### src/verilog/strap_pkg.sv
// Strap decode and management pin mux constants and types
package strap_pkg;
   localparam int          STRAP_W          = 16;
   localparam int          FAST_PORTS       = 8;
   localparam int          FILTER_BIT       = 0;
   localparam int          MODE_LSB         = 1;
   localparam int          MODE_W           = 3;
   localparam int          DEV_ID_LSB       = 4;
   localparam int          DEV_ID_W         = 3;
   localparam int          EEPROM_BIT       = 7;
   localparam int          HOTSWAP_BIT      = 9;
   localparam int          PWR_SAVE_BIT     = 11;
   localparam int          TIMEOUT_BIT      = 12;
   localparam int          GIG_HALF_BIT     = 13;
   localparam logic [2:0]  MODE_PAR16       = 3'h0;
   localparam logic [2:0]  MODE_PAR8        = 3'h1;
   localparam logic [2:0]  MODE_SER_MII     = 3'h2;
   localparam logic [2:0]  MODE_SER_ONLY    = 3'h3;
   localparam logic [2:0]  MODE_SER_I2C     = 3'h7;
   localparam int          CLK_MHZ          = 250;
   // Timeout limit in seconds, and in cycles at the clock rate
   localparam longint      TIMEOUT_S        = 5;
   localparam longint      TIMEOUT_CYC      = TIMEOUT_S * CLK_MHZ * 1000000;
   // Idle span before a port MAC enters power saving, in microseconds
   localparam longint      IDLE_US          = 100;
   localparam longint      IDLE_CYC         = IDLE_US * CLK_MHZ;
   localparam int          CNT_W            = 33;

   typedef enum logic [4:0] {
      HOST_PAR16    = 5'h01,
      HOST_PAR8     = 5'h02,
      HOST_SER_MII  = 5'h04,
      HOST_SER_ONLY = 5'h08,
      HOST_SER_I2C  = 5'h10
   } host_mode_t;
endpackage

### src/verilog/strap_decode_mgmt_pin_mux.sv
// Strap capture, host mode decode, management pin mux and monitors
// ---------------------------------------------------------------
// Overview of operation
// - Capture all straps at the first clock edge after reset release.
// - Strap bits 3:1 select host interface.
// - Address pins become I2C only in 111.
// - Bit 0 switches serial input filter.
// - Serial modes take identifier from bits 6:4.
// - Bit 7 enables EEPROM load after reset.
// - Bit 9 enables module hotswap.
// - Hotswap module type from transmit-enable and uplink transmit-error straps.
// - Bit 11: idle ports enter power saving.
// - Activity returns port to normal operation.
// - Bit 12 enables five-second stuck monitor.
// - Serial carries registers, MII carries packets.
// - Unmanaged mode rejects all host control frames.
// - Stuck machine triggers reset or interrupt.
// ---------------------------------------------------------------
`timescale 1ns/10ps
`default_nettype none
module strap_decode_mgmt_pin_mux
   import strap_pkg::*;
#(
   parameter longint TIMEOUT_CYCLES = TIMEOUT_CYC,
   parameter longint IDLE_CYCLES    = IDLE_CYC
) (
   input  wire  logic                  mclk,
   input  wire  logic                  rst,
   input  wire  logic [STRAP_W-1:0]    strap_pins,
   input  wire  logic [FAST_PORTS-1:0] fast_port_tx_enable,
   input  wire  logic                  uplink_tx_enable,
   input  wire  logic                  uplink_tx_error,
   input  wire  logic [FAST_PORTS:0]   port_activity,
   input  wire  logic                  sm_busy,
   input  wire  logic                  timeout_action_reset,
   input  wire  logic                  host_ctrl_frame,
   input  wire  logic                  core_irq,
   input  wire  logic                  core_serial_out,
   input  wire  logic                  i2c_sda_drive_low,
   input  wire  logic                  i2c_scl_drive,
   input  wire  logic [3:0]            cpu_frame_txd,
   input  wire  logic                  cpu_frame_tx_clk,
   input  wire  logic                  cpu_frame_tx_valid,
   input  wire  logic                  cpu_frame_rx_clk,
   input  wire  logic                  pin_we_n,
   input  wire  logic                  pin_rd_n,
   input  wire  logic                  pin_cs_n,
   input  wire  logic [2:0]            pin_addr_in,
   input  wire  logic [15:0]           pin_data_in,
   output logic [2:0]                  pin_addr_out,
   output logic [2:0]                  pin_addr_oe_n,
   output logic                        pin_rd_out,
   output logic                        pin_rd_oe_n,
   output logic                        pin_int_n,
   output logic [15:0]                 pin_data_out,
   output logic [15:0]                 pin_data_oe_n,
   output host_mode_t                  host_mode,
   output logic                        parallel_sel,
   output logic                        parallel_wide,
   output logic                        serial_sel,
   output logic                        serial_strobe,
   output logic                        serial_in_line,
   output logic                        serial_input_filter,
   output logic                        i2c_sda_in,
   output logic [2:0]                  device_id,
   output logic                        eeprom_load_start,
   output logic                        hotswap_enable,
   output logic [FAST_PORTS-1:0]       fast_port_module,
   output logic [1:0]                  uplink_module,
   output logic                        gig_half_duplex,
   output logic [FAST_PORTS:0]         port_power_save,
   output logic                        frame_path_mii,
   output logic                        ctrl_frame_accept,
   output logic                        ctrl_frame_reject,
   output logic [3:0]                  cpu_frame_rxd,
   output logic                        cpu_frame_rx_valid,
   output logic                        timeout_reset_req,
   output logic                        timeout_irq
);

   // ------------------------------------------------------------
   // State
   // ------------------------------------------------------------
   // Whole block state, registered in one place
   typedef struct packed {
      logic [STRAP_W-1:0]    straps;
      logic [FAST_PORTS-1:0] fast_mod;
      logic [1:0]            up_mod;
      logic                  captured;
      logic                  eeprom_go;
      logic [FAST_PORTS:0]   psave;
      logic [FAST_PORTS:0][CNT_W-1:0] idle;
      logic [CNT_W-1:0]      sm_cnt;
      logic                  to_rst;
      logic                  to_irq;
      logic                  rej;
      logic [4:0]            rxd;
   } state_t;

   state_t s_q;
   state_t s_d;
   logic [2:0]       mode_code;
   logic             to_hit;

   // ------------------------------------------------------------
   // Decoding helpers
   // ------------------------------------------------------------
   function automatic host_mode_t decode_mode(input logic [2:0] code);
      case (code)
         MODE_PAR16:    decode_mode = HOST_PAR16;
         MODE_PAR8:     decode_mode = HOST_PAR8;
         MODE_SER_MII:  decode_mode = HOST_SER_MII;
         MODE_SER_ONLY: decode_mode = HOST_SER_ONLY;
         MODE_SER_I2C:  decode_mode = HOST_SER_I2C;
         // Unlisted codes fall back to the plain serial-only mode
         default:       decode_mode = HOST_SER_ONLY;
      endcase
   endfunction

   // Counters saturate at their limit, so reaching it is a compare
   function automatic logic limit_hit(input logic [CNT_W-1:0] cnt,
                                      input longint           limit);
      limit_hit = (cnt >= CNT_W'(limit));
   endfunction

   assign mode_code = s_q.straps[MODE_LSB +: MODE_W];
   // Shared by both flag outputs so they can never disagree
   assign to_hit    = limit_hit(s_q.sm_cnt, TIMEOUT_CYCLES);

   // ------------------------------------------------------------
   // Next state
   // ------------------------------------------------------------
   always_comb begin
      s_d = s_q;
      s_d.eeprom_go = 1'b0;
      // Straps follow the pins until the first edge after release
      if (!s_q.captured) begin
         s_d.straps   = strap_pins;
         s_d.fast_mod = fast_port_tx_enable;
         s_d.up_mod   = {uplink_tx_error, uplink_tx_enable};
         s_d.captured = 1'b1;
         s_d.eeprom_go = strap_pins[EEPROM_BIT];
      end

      // Timeout monitor; the counter saturates at the limit
      if (!s_q.straps[TIMEOUT_BIT] || !sm_busy) begin
         s_d.sm_cnt = '0;
      end else if (!to_hit) begin
         s_d.sm_cnt = s_q.sm_cnt + CNT_W'(1);
      end
      // Flags follow the count a cycle late and drop once busy ends
      s_d.to_rst = to_hit && timeout_action_reset;
      s_d.to_irq = to_hit && !timeout_action_reset;

      // Only the lightly managed and managed modes take control frames
      s_d.rej = host_ctrl_frame && (host_mode == HOST_SER_I2C);
      s_d.rxd = {pin_data_in[13], pin_data_in[11:8]};

      // Idle counters saturate so a quiet port never wraps back awake
      for (int p = 0; p <= FAST_PORTS; p++) begin
         if (!s_q.straps[PWR_SAVE_BIT] || port_activity[p]) begin
            s_d.idle[p]  = '0;
            s_d.psave[p] = 1'b0;
         end else begin
            if (!limit_hit(s_q.idle[p], IDLE_CYCLES)) begin
               s_d.idle[p] = s_q.idle[p] + CNT_W'(1);
            end
            if (limit_hit(s_q.idle[p], IDLE_CYCLES)) begin
               s_d.psave[p] = 1'b1;
            end
         end
      end
   end

   // ------------------------------------------------------------
   // Registers
   // ------------------------------------------------------------
   // Asynchronous clear; straps are taken again after every reset
   always_ff @(posedge mclk or posedge rst) begin
      if (rst) begin
         s_q <= '0;
      end else begin
         s_q <= s_d;
      end
   end

   // ------------------------------------------------------------
   // Decoded configuration
   // ------------------------------------------------------------
   // Decode reads the captured copy, never the live pins
   assign host_mode     = decode_mode(mode_code);
   always_comb begin
      parallel_sel  = 1'b0;
      parallel_wide = 1'b0;
      case (host_mode)
         HOST_PAR16: begin
            parallel_sel  = 1'b1;
            parallel_wide = 1'b1;
         end
         HOST_PAR8: begin
            parallel_sel  = 1'b1;
         end
         default: begin
            parallel_sel  = 1'b0;
         end
      endcase
   end
   assign serial_sel    = !parallel_sel;

   // Serial-only options read as zero in parallel modes
   assign serial_input_filter = serial_sel && s_q.straps[FILTER_BIT];
   assign device_id     = serial_sel ?
                          s_q.straps[DEV_ID_LSB +: DEV_ID_W] : 3'h0;
   assign eeprom_load_start = s_q.eeprom_go;
   assign hotswap_enable    = s_q.straps[HOTSWAP_BIT];
   assign fast_port_module  = hotswap_enable ? s_q.fast_mod : '0;
   assign uplink_module     = hotswap_enable ? s_q.up_mod : 2'h0;
   // Left to the board to set only with a half-duplex capable PHY
   assign gig_half_duplex   = s_q.straps[GIG_HALF_BIT];
   assign port_power_save   = s_q.psave;

   // Frame routing and the control frame gate
   assign frame_path_mii    = (host_mode == HOST_SER_MII);
   assign ctrl_frame_accept = host_ctrl_frame
                              && (host_mode != HOST_SER_I2C);
   assign ctrl_frame_reject = s_q.rej;

   // Monitor flags
   assign timeout_reset_req = s_q.to_rst;
   assign timeout_irq       = s_q.to_irq;

   // ------------------------------------------------------------
   // Pin mux
   // ------------------------------------------------------------
   // Interrupt pin keeps its role in every mode
   assign pin_int_n = !core_irq;

   // Serial remap shared by all three serial modes
   always_comb begin
      serial_strobe  = 1'b0;
      serial_in_line = 1'b0;
      pin_rd_out     = 1'b0;
      pin_rd_oe_n    = 1'b1;
      case (host_mode)
         HOST_SER_MII, HOST_SER_ONLY, HOST_SER_I2C: begin
            serial_strobe  = !pin_we_n;
            serial_in_line = pin_cs_n;
            pin_rd_out     = core_serial_out;
            pin_rd_oe_n    = 1'b0;
         end
         default: begin
            // Parallel modes leave the read pin to the bus engine
            pin_rd_oe_n    = 1'b1;
         end
      endcase
   end

   // Address pins: open drain data, pushed clock, unmanaged mode only
   always_comb begin
      pin_addr_out  = 3'h0;
      pin_addr_oe_n = 3'h7;
      i2c_sda_in    = 1'b1;
      case (host_mode)
         HOST_SER_I2C: begin
            pin_addr_oe_n[0] = !i2c_sda_drive_low;
            pin_addr_out[1]  = i2c_scl_drive;
            pin_addr_oe_n[1] = 1'b0;
            i2c_sda_in       = pin_addr_in[0];
         end
         default: begin
            // Released data line reads as its pull-up
            i2c_sda_in       = 1'b1;
         end
      endcase
   end

   // Frame pins only in the serial-with-MII mode
   always_comb begin
      pin_data_out  = 16'h0000;
      pin_data_oe_n = 16'hFFFF;
      case (host_mode)
         HOST_SER_MII: begin
            pin_data_out[3:0]  = cpu_frame_txd;
            pin_data_out[4]    = cpu_frame_tx_clk;
            pin_data_out[5]    = cpu_frame_tx_valid;
            pin_data_out[12]   = cpu_frame_rx_clk;
            pin_data_oe_n[5:0] = 6'h00;
            pin_data_oe_n[12]  = 1'b0;
         end
         default: begin
            // Other modes never drive the data pins from here
            pin_data_oe_n      = 16'hFFFF;
         end
      endcase
   end

   assign cpu_frame_rxd      = frame_path_mii ? s_q.rxd[3:0] : 4'h0;
   assign cpu_frame_rx_valid = frame_path_mii ? s_q.rxd[4] : 1'b0;

endmodule
`default_nettype wire

### config.mk
export PLATFORM = sky130hd
export DESIGN_NAME = strap_decode_mgmt_pin_mux
export DESIGN_NICKNAME = d
export VERILOG_FILES = /design/src/verilog/strap_pkg.sv /design/src/verilog/strap_decode_mgmt_pin_mux.sv
export SDC_FILE = /design/constraint.sdc
export NUM_CORES = 1
export LEC_CHECK = 0
export BUFFER_PORTS_ARGS = -buffer_cell sky130_fd_sc_hd__buf_4
export CAP_MARGIN = 15
export CORE_MARGIN = 3
export CORE_UTILIZATION = 55
export DETAILED_ROUTE_END_ITERATION = 12
export PLACE_DENSITY = 0.75
export SYNTH_ARGS = -nofsm -noshare
export SYNTH_HDL_FRONTEND = slang
export SYNTH_SLANG_ARGS = --single-unit
### constraint.sdc
create_clock -name mclk -period 12.8 [get_ports mclk]
set_clock_uncertainty 0.15 [all_clocks]
set_input_delay 0 -clock mclk [delete_from_list [all_inputs] [get_ports mclk]]
set_output_delay 0 -clock mclk [all_outputs]
set_load 0.02 [all_outputs]
==> run metrics, run 1 <==
status finished, final reports clean; Wirelength per Cell 14.63 um; Fmax 353.9 MHz; Site Rows 62; layout cells sized above 1 12.61%; Post-DP HPWL 19580 um; most frequent cells in the layout dfrtp_1 (370), and2_1 (195), nor2_1 (158); Synth Register Bits 370; Initial DRC Count 703; overall power 2511 uW; pins over their slew limit 0; HP Class in -> reg; post-synthesis sequential area ratio 55.91%; I/O Buffers 121; Power Dens Cells 129.6 nW/um^2; crit-path max FO 26; Final Hold Violating Endpoints 0; Final period util 22.07%; synth-to-layout area growth 16.97%; NumNets Final 1826; crit end category flop; Ys Warns 0; Post-synth ARST share 100.0%; slew margin rel. 31.89%; CTS tree built; Filler cells 2221; H-tree lvl count 2; vias in the first global route 11596; mean area per synthesized cell 10.39 um^2; Worst Setup Slack, final 9.975 ns; synth unique cells 53; ant diodes 0; synthesized area 16560 um^2; ANT nets after route 0; CP Data Arrival Time 3.09 ns; Clock Pin Slew Worst Setup and Hold Paths 0.06 ns; via count 11606; hold_ws 0.03881 ns; first-pass GRT wire length 54830 um; Max Root-Sink Buffers 3; Clock Latency Late Sink 0.52 ns; Fin Setup TNS 0 ns; Least-Margin Pin Slew 1.020 ns; Initial Util 56.78%; WP data required 13.06 ns; Syn Inst Count 1594; RSZ-0062 raised after global routing no; startpoint types flop; die footprint 32230 um^2; gp weighted congestion 0.8061; Main synth FF type dfrtp_1; max cap viols 0; die span in x 179.5 um; Post-Layout Cell Count 2144; core area 29170 um^2; post-layout min period 2.825 ns; Post-synth EDFFs 0; LEAKAGE 0.008880 uW; total CTS buffers 39; pin count of the biggest net entering global routing 143; initial antenna violation count 0; Initial DRT Pass Iterations 5; Sink Count 370; Top Ports 161; DRC viols 0; placed cell count 2028; root buffer cell clkbuf_16; crit path kind reg -> reg; Chip Height 179.5 um; # setup viols final 0; Max VDD drop 0.09231 mV; Via density 5.413; commonest non-fill, non-tap cell in the layout dfrtp_1; grt ovf 0; Routed WL 31370 um; pre-CTS WS 10.01 ns; global-route usage over all layers 19.35%
-- cells by family after synthesis --
kind of cell / count (synthesis) / synth area share [%]
buffers and inverters: 143 / 4.155
multiplexers: 35 / 2.274
AO/OA/AOI/OAI: 140 / 5.440
XOR/XNOR: 90 / 4.760
flip-flops: 370 / 55.91
adder cells (fa/ha/maj): 20 / 1.511
AND/OR/NAND/NOR: 794 / 25.91
other: 2 / 0.04535
-- where the power goes --
part,total (uW),switching [uW],internal (uW)
registers,1200,15.0,1180
logic,153,93.9,59.4
clock network,1160,455,706
total,2510,564,1950
-- registers in the layout (all words and copies together), names as in the netlist --
name,count
gig_half_duplex,1
timeout_irq,1
mode_code,3
s_q,352
timeout_reset_req,1
ctrl_frame_reject,1
eeprom_load_start,1
hotswap_enable,1
port_power_save,9
-- cell usage after synthesis, drive strengths merged (2+ instances only) --
master,number,area [um^2]
nor4,53,331.6
nor4b,9,78.83
or4,34,255.2
conb,2,7.510
nor3b,8,60.06
clkbuf,53,198.9
nand3b,2,15.01
xnor2,65,569.3
nand3,65,325.3
and4,8,70.07
and3,17,106.4
buf,44,316.5
nand2b,19,118.9
nand2,111,416.7
nand4b,4,35.03
and2,196,1226
a31oi,3,18.77
nor2b,17,106.4
a2111oi,3,26.28
dfrtp,370,9259
xor2,25,219.0
a211oi,5,37.54
mux2,21,236.5
ha,20,250.2
o31ai,9,67.56
o21a,11,82.58
mux2i,14,140.1
or3,34,212.7
a21oi,44,224.0
o21bai,4,30.03
a21o,2,22.52
o211ai,23,177.7
inv,46,172.7
nand4,27,168.9
o21ai,28,140.1
a31o,2,17.52
nor3,31,160.1
a211o,2,17.52
nor2,158,593.1
-- metrics by stage --
stage	instance area, um^2	utilization (%)
after floorplan	16640	-
final	19370	66.41
after global placement	17560	60.21
after detailed placement	17560	60.21
after global routing	19370	66.41
after CTS	19350	66.34
-- cell type report --
cell class                      count  area [um^2]  area share (%)
Timing Repair Buffer              175         1424           7.350
Multi-Input combinational cell   1101         6689           34.53
Clock buffer                       54         1144           5.904
Tap cell                          384        480.5           2.480
Inverter                           46        180.2          0.9301
Clock inverter                     14        195.2           1.008
Sequential cell                   370         9259           47.80
-- worst paths after layout --
check	startpoint	endpoint	slack, ns	cells after the start
worst max-delay path	s_q[15]	s_q[23]	9.97	6
worst min-delay path	timeout_action_reset	timeout_irq	0.04	3
worst max register to register	s_q[15]	s_q[23]	9.97	6
worst min register to register	s_q[55]	s_q[55]	0.33	2
max in group asynchronous	rst	s_q[268]	10.77	4
min in group asynchronous	rst	port_power_save[1]	0.11	3
-- critical path: stages, from the launching register on --
cell and delay (ns):
dfrtp_1 0.42, or3_1 0.38, a31o_1 0.22, a221o_1 0.49, a21o_4 0.36, or4_1 0.53, a21oi_1 0.17
-- layer usage --
metal | global-route usage (%) | vias to the layer above | routed length, um
li1 | - | 5651 | -
met1 | 27.69 | 5696 | 14720
met2 | 31.61 | 214 | 14960
met3 | 2.789 | 45 | 1201
met4 | 4.703 | 0 | 491
met5 | 0 | - | 0
-- what timing repair did --
item / in CTS / in global routing
resized for setup: 0 / 0
hold buffers: 45 / 0
endpoints found under the hold margin: 441 / 0
buffers inserted: 0 / 0
Note: power is estimated with default switching activity, not from simulation.
==> run 2, diff against run 1 <==
clock period = 2.9 ns   (was 12.8 ns; I/O delays follow)
==> run 2 against run 1 <==
Global-route usage is 0.13 points lower. Fmax is 3.1% higher. Utilization is 0.46 points higher. Register-to-register slack worse by 9.8 ns. Via count hardly changed. Sequential share of layout area is 0.33 points lower. Final cell count is 1.0% higher. First-iteration DRC count is 6.3% higher. Flip-flop and latch count stayed put. Die area stayed put. Routed wire length is 0.93% lower. Critical path type unchanged. Largest cell class unchanged.
==> run metrics, run 2 (synthesis gave the netlist of run 1 again) <==
max reg flops 352 (unchanged); Max Root-Sink Buffers 3 (unchanged); Slowest cell on crit path or4_1; Fmax 364.9 MHz (+3.1%); vias in the first global route 11649 (+0.46%); Clock Latency Late Sink 0.51 ns (about the same); ANT nets after route 0 (unchanged); HP Class in -> reg; CP Data Arrival Time 3.01 ns (-0.08 ns); pin count of the biggest net entering global routing 121 (-15%); max layer used met4; Wirelength per Cell 14.35 um (-1.9%); max cap viols 0 (unchanged); via count 11613 (+0.060%); NumNets Final 1848 (+1.2%); postcts setup bufs 0 (unchanged); grt ovf 0 (unchanged); Initial DRC Count 747 (+6.3%); post-layout min period 2.740 ns (-0.08493 ns); Initial Util 56.78% (unchanged); Power Dens Cells 555.0 nW/um^2 (+330%); pins over their slew limit 0 (unchanged); root buffer cell clkbuf_16; CTS tree built; Largest Register s_q; H-tree lvl count 2 (unchanged); DRC viols 0 (unchanged); WL met1 14580 um (-0.94%); Via density 5.361 (-0.96%); Routed WL 31080 um (-0.93%); Chip Height 179.5 um (unchanged); Least-Margin Pin Slew 0.9493 ns (-0.07030 ns); slew margin rel. 36.71% (+4.8 points); synth-to-layout area growth 17.78%; Crit path buffers/inverters 0 (unchanged); first-pass GRT wire length 54200 um (-1.2%); crit-path max FO 26 (unchanged); total CTS buffers 40 (+2.6%); Site Rows 62 (unchanged); most frequent cells in the layout dfrtp_1 (370), and2_1 (195), nor2_1 (158); Clock Pin Slew Worst Setup and Hold Paths 0.06 ns (about the same); crit end category flop; initial antenna violation count 1 (+1); area of the multi-input gates 6690 um^2 (about the same); LEAKAGE 0.008961 uW (+0.91%); Sequential Area 9259 um^2 (unchanged); ant diodes 0 (unchanged); # setup viols final 0 (unchanged); WL met2 14590 um (-2.5%); Final Hold Violating Endpoints 0 (unchanged); global-route usage over all layers 19.21% (-0.13 points); Max VDD drop 0.4015 mV (+330%); Sink Count 370 (unchanged); I/O Buffers 121 (unchanged); Crit path largest cell delay 0.51 ns (-0.02 ns); status finished, final reports clean; die span in x 179.5 um (unchanged); cell chain of the critical path or3_1 -> a31o_1 -> a221o_2 -> a21o_4 -> or4_1 -> a21oi_1; core area 29170 um^2 (unchanged); layout cells sized above 1 13.30% (+0.69 points); Filler cells 2182 (-1.8%); WP data required 3.17 ns (-9.89 ns); CP delay by family, top compound AO/OA/AOI/OAI gates; RSZ-0062 raised after global routing no; hold_ws 0.03738 ns (-0.001435 ns); Initial DRT Pass Iterations 5 (unchanged); Top Ports 161 (unchanged); Final period util 94.50% (+72 points); Final Util 66.88% (+0.46 points); gp weighted congestion 0.8535 (+5.9%); Post-DP HPWL 20040 um (+2.3%); die footprint 32230 um^2 (unchanged); crit path kind reg -> reg; startpoint types flop; met3 routed WL 1136 um (-5.4%); commonest non-fill, non-tap cell in the layout dfrtp_1
## run 2: final timing paths
path / to / cells after the start / slack, ns / start
setup / recovery: s_q[15] / 6 / 0.16 / s_q[15]
hold / removal: timeout_irq / 3 / 0.04 / timeout_action_reset
setup reg to reg: s_q[15] / 6 / 0.16 / s_q[15]
hold reg to reg: s_q[287] / 1 / 0.32 / s_q[287]
max in group asynchronous: s_q[47] / 5 / 1.15 / rst
min in group asynchronous: s_q[330] / 4 / 0.51 / rst
## run 2: report_power, final
group | total [uW] | switching, uW | internal, uW
clock network | 4850 | 1930 | 2910
registers | 5270 | 53.9 | 5220
logic | 709 | 430 | 279
total | 10800 | 2420 | 8410
## run 2: metal layers
layer,global-route usage [%],vias up
met3,2.930,59
met1,27.08,5646
li1,-,5700
met2,31.19,208
met5,0,-
met4,5.848,0
## run 2: worst min-delay path, delay by kind of cell
| kind | cells | cell delay (ns) |
|---|---|---|
| AND/OR/NAND/NOR | 1 | 0.03 |
| buffers and inverters | 2 | 0.62 |
## run 2: what timing repair did
| item | in CTS | in global routing |
|---|---|---|
| resized for setup | 0 | 1 |
| hold buffers | 46 | 0 |
| hold endpoints to repair | 698 | 0 |
| setup endpoints to repair | 0 | 1 |
## run 2: cell type report
type	count	area share, %
Clock buffer	62	6.126
Clock inverter	7	0.3528
Inverter	46	0.9044
Multi-Input combinational cell	1101	34.30
Sequential cell	370	47.47
Tap cell	384	2.463
Timing Repair Buffer	196	8.390
## run 2: per-stage QoR
step	std cells	TNS (ns)	power [uW]	instance area, um^2	worst slack (ns)
2_1_floorplan	1614	-819.98	5789	16640	-2.216
3_3_place_gp	2051	0	6017	17780	0.1808
3_5_place_dp	2051	0	6032	17780	0.1444
4_1_cts	2166	0	10970	19510	0.1399
5_1_grt	2166	0	11240	19510	0.02565
6_report	2166	0	10830	19510	0.1595
==> run 3, diff against run 2 <==
CORE_UTILIZATION = 59   (was 55)
PLACE_DENSITY = 0.8   (was 0.75)
==> run 3 against run 2 <==
Cell area decreased by 0.43%. Register-to-register slack lost 0.03 ns. Critical path depth unchanged. Via count grew 0.96%. Flip-flop and latch count unchanged.
==> run metrics, run 3 (synthesis gave the netlist of run 1 again) <==
commonest non-fill, non-tap cell in the layout dfrtp_1; ANT nets after route 0 (unchanged); WP data required 3.18 ns (about the same); crit path kind reg -> reg; I/O Buffers 121 (unchanged); # setup viols final 0 (unchanged); switching share of power 22.77% (+0.46 points); status finished, final reports clean; die footprint 30120 um^2 (-6.6%); crit end category flop; LEAKAGE 0.008942 uW (-0.21%); Final Util 71.27% (+4.4 points); layout cells sized above 1 13.55% (+0.25 points); synth-to-layout area growth 17.28%; Max Root-Sink Buffers 3 (unchanged); root buffer cell clkbuf_16; reg-to-reg endpoint s_q[31]; Routed WL 32420 um (+4.3%); max cap viols 0 (unchanged); Site Rows 60 (-3.2%); CP Data Arrival Time 3.05 ns (+0.04 ns); RSZ-0062 raised after global routing no; Largest Register s_q; Top Ports 161 (unchanged); Worst Setup Slack, final 0.1280 ns (-0.03155 ns); Initial Util 60.77% (+4.0 points); Final period util 95.59% (+1.1 points); core area 27250 um^2 (-6.6%); slew margin rel. 36.06% (-0.65 points); grt ovf 0 (unchanged); clock share of power 43.4% (-1.4 points); initial antenna violation count 1 (unchanged); Initial DRC Count 921 (+23%); Initial DRT Pass Iterations 5 (unchanged); DRC viols 0 (unchanged); H-tree lvl count 2 (unchanged); post-layout min period 2.772 ns (+0.03155 ns); cell chain of the critical path or3_1 -> a31o_1 -> a221o_1 -> a21o_4 -> or4_1 -> a21oi_1; vias in the first global route 11852 (+1.7%); pins over their slew limit 0 (unchanged); gp weighted congestion 0.8401 (-1.6%); global-route usage over all layers 21.66% (+2.4 points); worst flop-to-flop path startpoint s_q[15]; hold_ws 0.05330 ns (+0.01592 ns); NumNets Final 1847 (-0.054%); Fmax 360.7 MHz (-1.1%); pre-CTS WS 0.1418 ns (-0.002539 ns); Max VDD drop 0.4153 mV (+3.4%); Wirelength per Cell 15.06 um (+5.0%); total CTS buffers 38 (-5.0%); startpoint types flop; most frequent cells in the layout dfrtp_1 (370), and2_1 (195), nor2_1 (158); Power Dens Cells 545.9 nW/um^2 (-1.6%); die span in x 173.5 um (-3.3%); Least-Margin Pin Slew 0.9590 ns (+0.009714 ns); first-pass GRT wire length 56290 um (+3.9%); Crit path largest cell delay 0.52 ns (about the same); Crit path buffers/inverters 0 (unchanged); Clock Pin Slew Worst Setup and Hold Paths 0.06 ns (about the same); Clock Latency Late Sink 0.51 ns (about the same); Post-DP HPWL 20620 um (+2.9%); Worst Hold End timeout_irq; Sink Count 370 (unchanged); Hold Path Origin timeout_action_reset; R2R depth 6 (unchanged); P_int 8189 uW (-2.6%); sequential share of power 49.7% (+1.0 points); CP delay by family, top compound AO/OA/AOI/OAI gates; Comb power frac 6.8% (+0.3 points); HP Class in -> reg; NetSw 2414 uW (about the same); pin count of the biggest net entering global routing 98 (-19%); Slowest cell on crit path or4_1; via count 11724 (+0.96%); Via density 5.448 (+1.6%); crit-path max FO 26 (unchanged); CTS tree built; Filler cells 1888 (-13%); Chip Height 173.5 um (-3.3%); Final Hold Violating Endpoints 0 (unchanged); Reg2Reg Setup Slack 0.13 ns (-0.03 ns); Hold Path Depth 3 (unchanged); max reg flops 352 (unchanged)
==> run 3: tightest hold or removal path, cell delays in order <==
cell	delay [ns]
dlygate4sd3_1	0.53
buf_4	0.10
nor2_1	0.04
==> run 3: worst max-delay path by stage <==
stage / start / end / cells after the start
finish: s_q[15] / s_q[31] / 6
global route: s_q[15] / s_q[15] / 6
CTS: s_q[15] / s_q[19] / 6
detailed placement: s_q[15] / s_q[31] / 6
global placement: s_q[15] / s_q[33] / 6
floorplan: rst / ctrl_frame_reject / 1
==> run 3: routing by layer <==
metal	share of wire, %	vias to the layer above	wire length [um]	GRT usage [%]
li1	-	5703	-	-
met1	46	5764	14800	30.33
met2	49	211	15820	36.01
met3	4.0	46	1289	3.307
met4	1.6	0	503	5.169
met5	0	-	0	0
==> run 3: power by group through the flow <==
stage / Sequential (uW) / Clock, uW / Combinational [uW]
2_1_floorplan: 5350 / 0 / 440
3_3_place_gp: 5360 / 0 / 659
3_5_place_dp: 5370 / 0 / 675
4_1_cts: 5270 / 4720 / 729
5_1_grt: 5280 / 4960 / 798
6_report: 5270 / 4610 / 723
==> run 3: stage by stage <==
stage / instance area (um^2) / power [uW] / instances / setup TNS (ns)
after floorplan: 16640 / 5789 / 1614 / -819.98
after global placement: 17780 / 6020 / 2041 / 0
after detailed placement: 17780 / 6041 / 2041 / 0
after CTS: 19410 / 10720 / 2150 / 0
after global routing: 19420 / 11040 / 2152 / 0
final: 19420 / 10600 / 2152 / 0
==> run 3: final cells by class <==
class,instances,area [um^2],area share [%]
Inverter,46,176.4,0.9083
Tap cell,372,465.4,2.396
Clock buffer,53,1119,5.759
Timing Repair Buffer,197,1642,8.452
Clock inverter,12,68.82,0.3543
Multi-Input combinational cell,1101,6690,34.45
Sequential cell,370,9259,47.67
Antenna cell,1,2.502,0.01288
==> run 3: timing repair <==
item	4_1_cts	5_1_grt
hold endpoints to repair	690	1
hold buffers	44	1
resized for setup	0	1
setup endpoints to repair	0	1
setup buffers	0	0
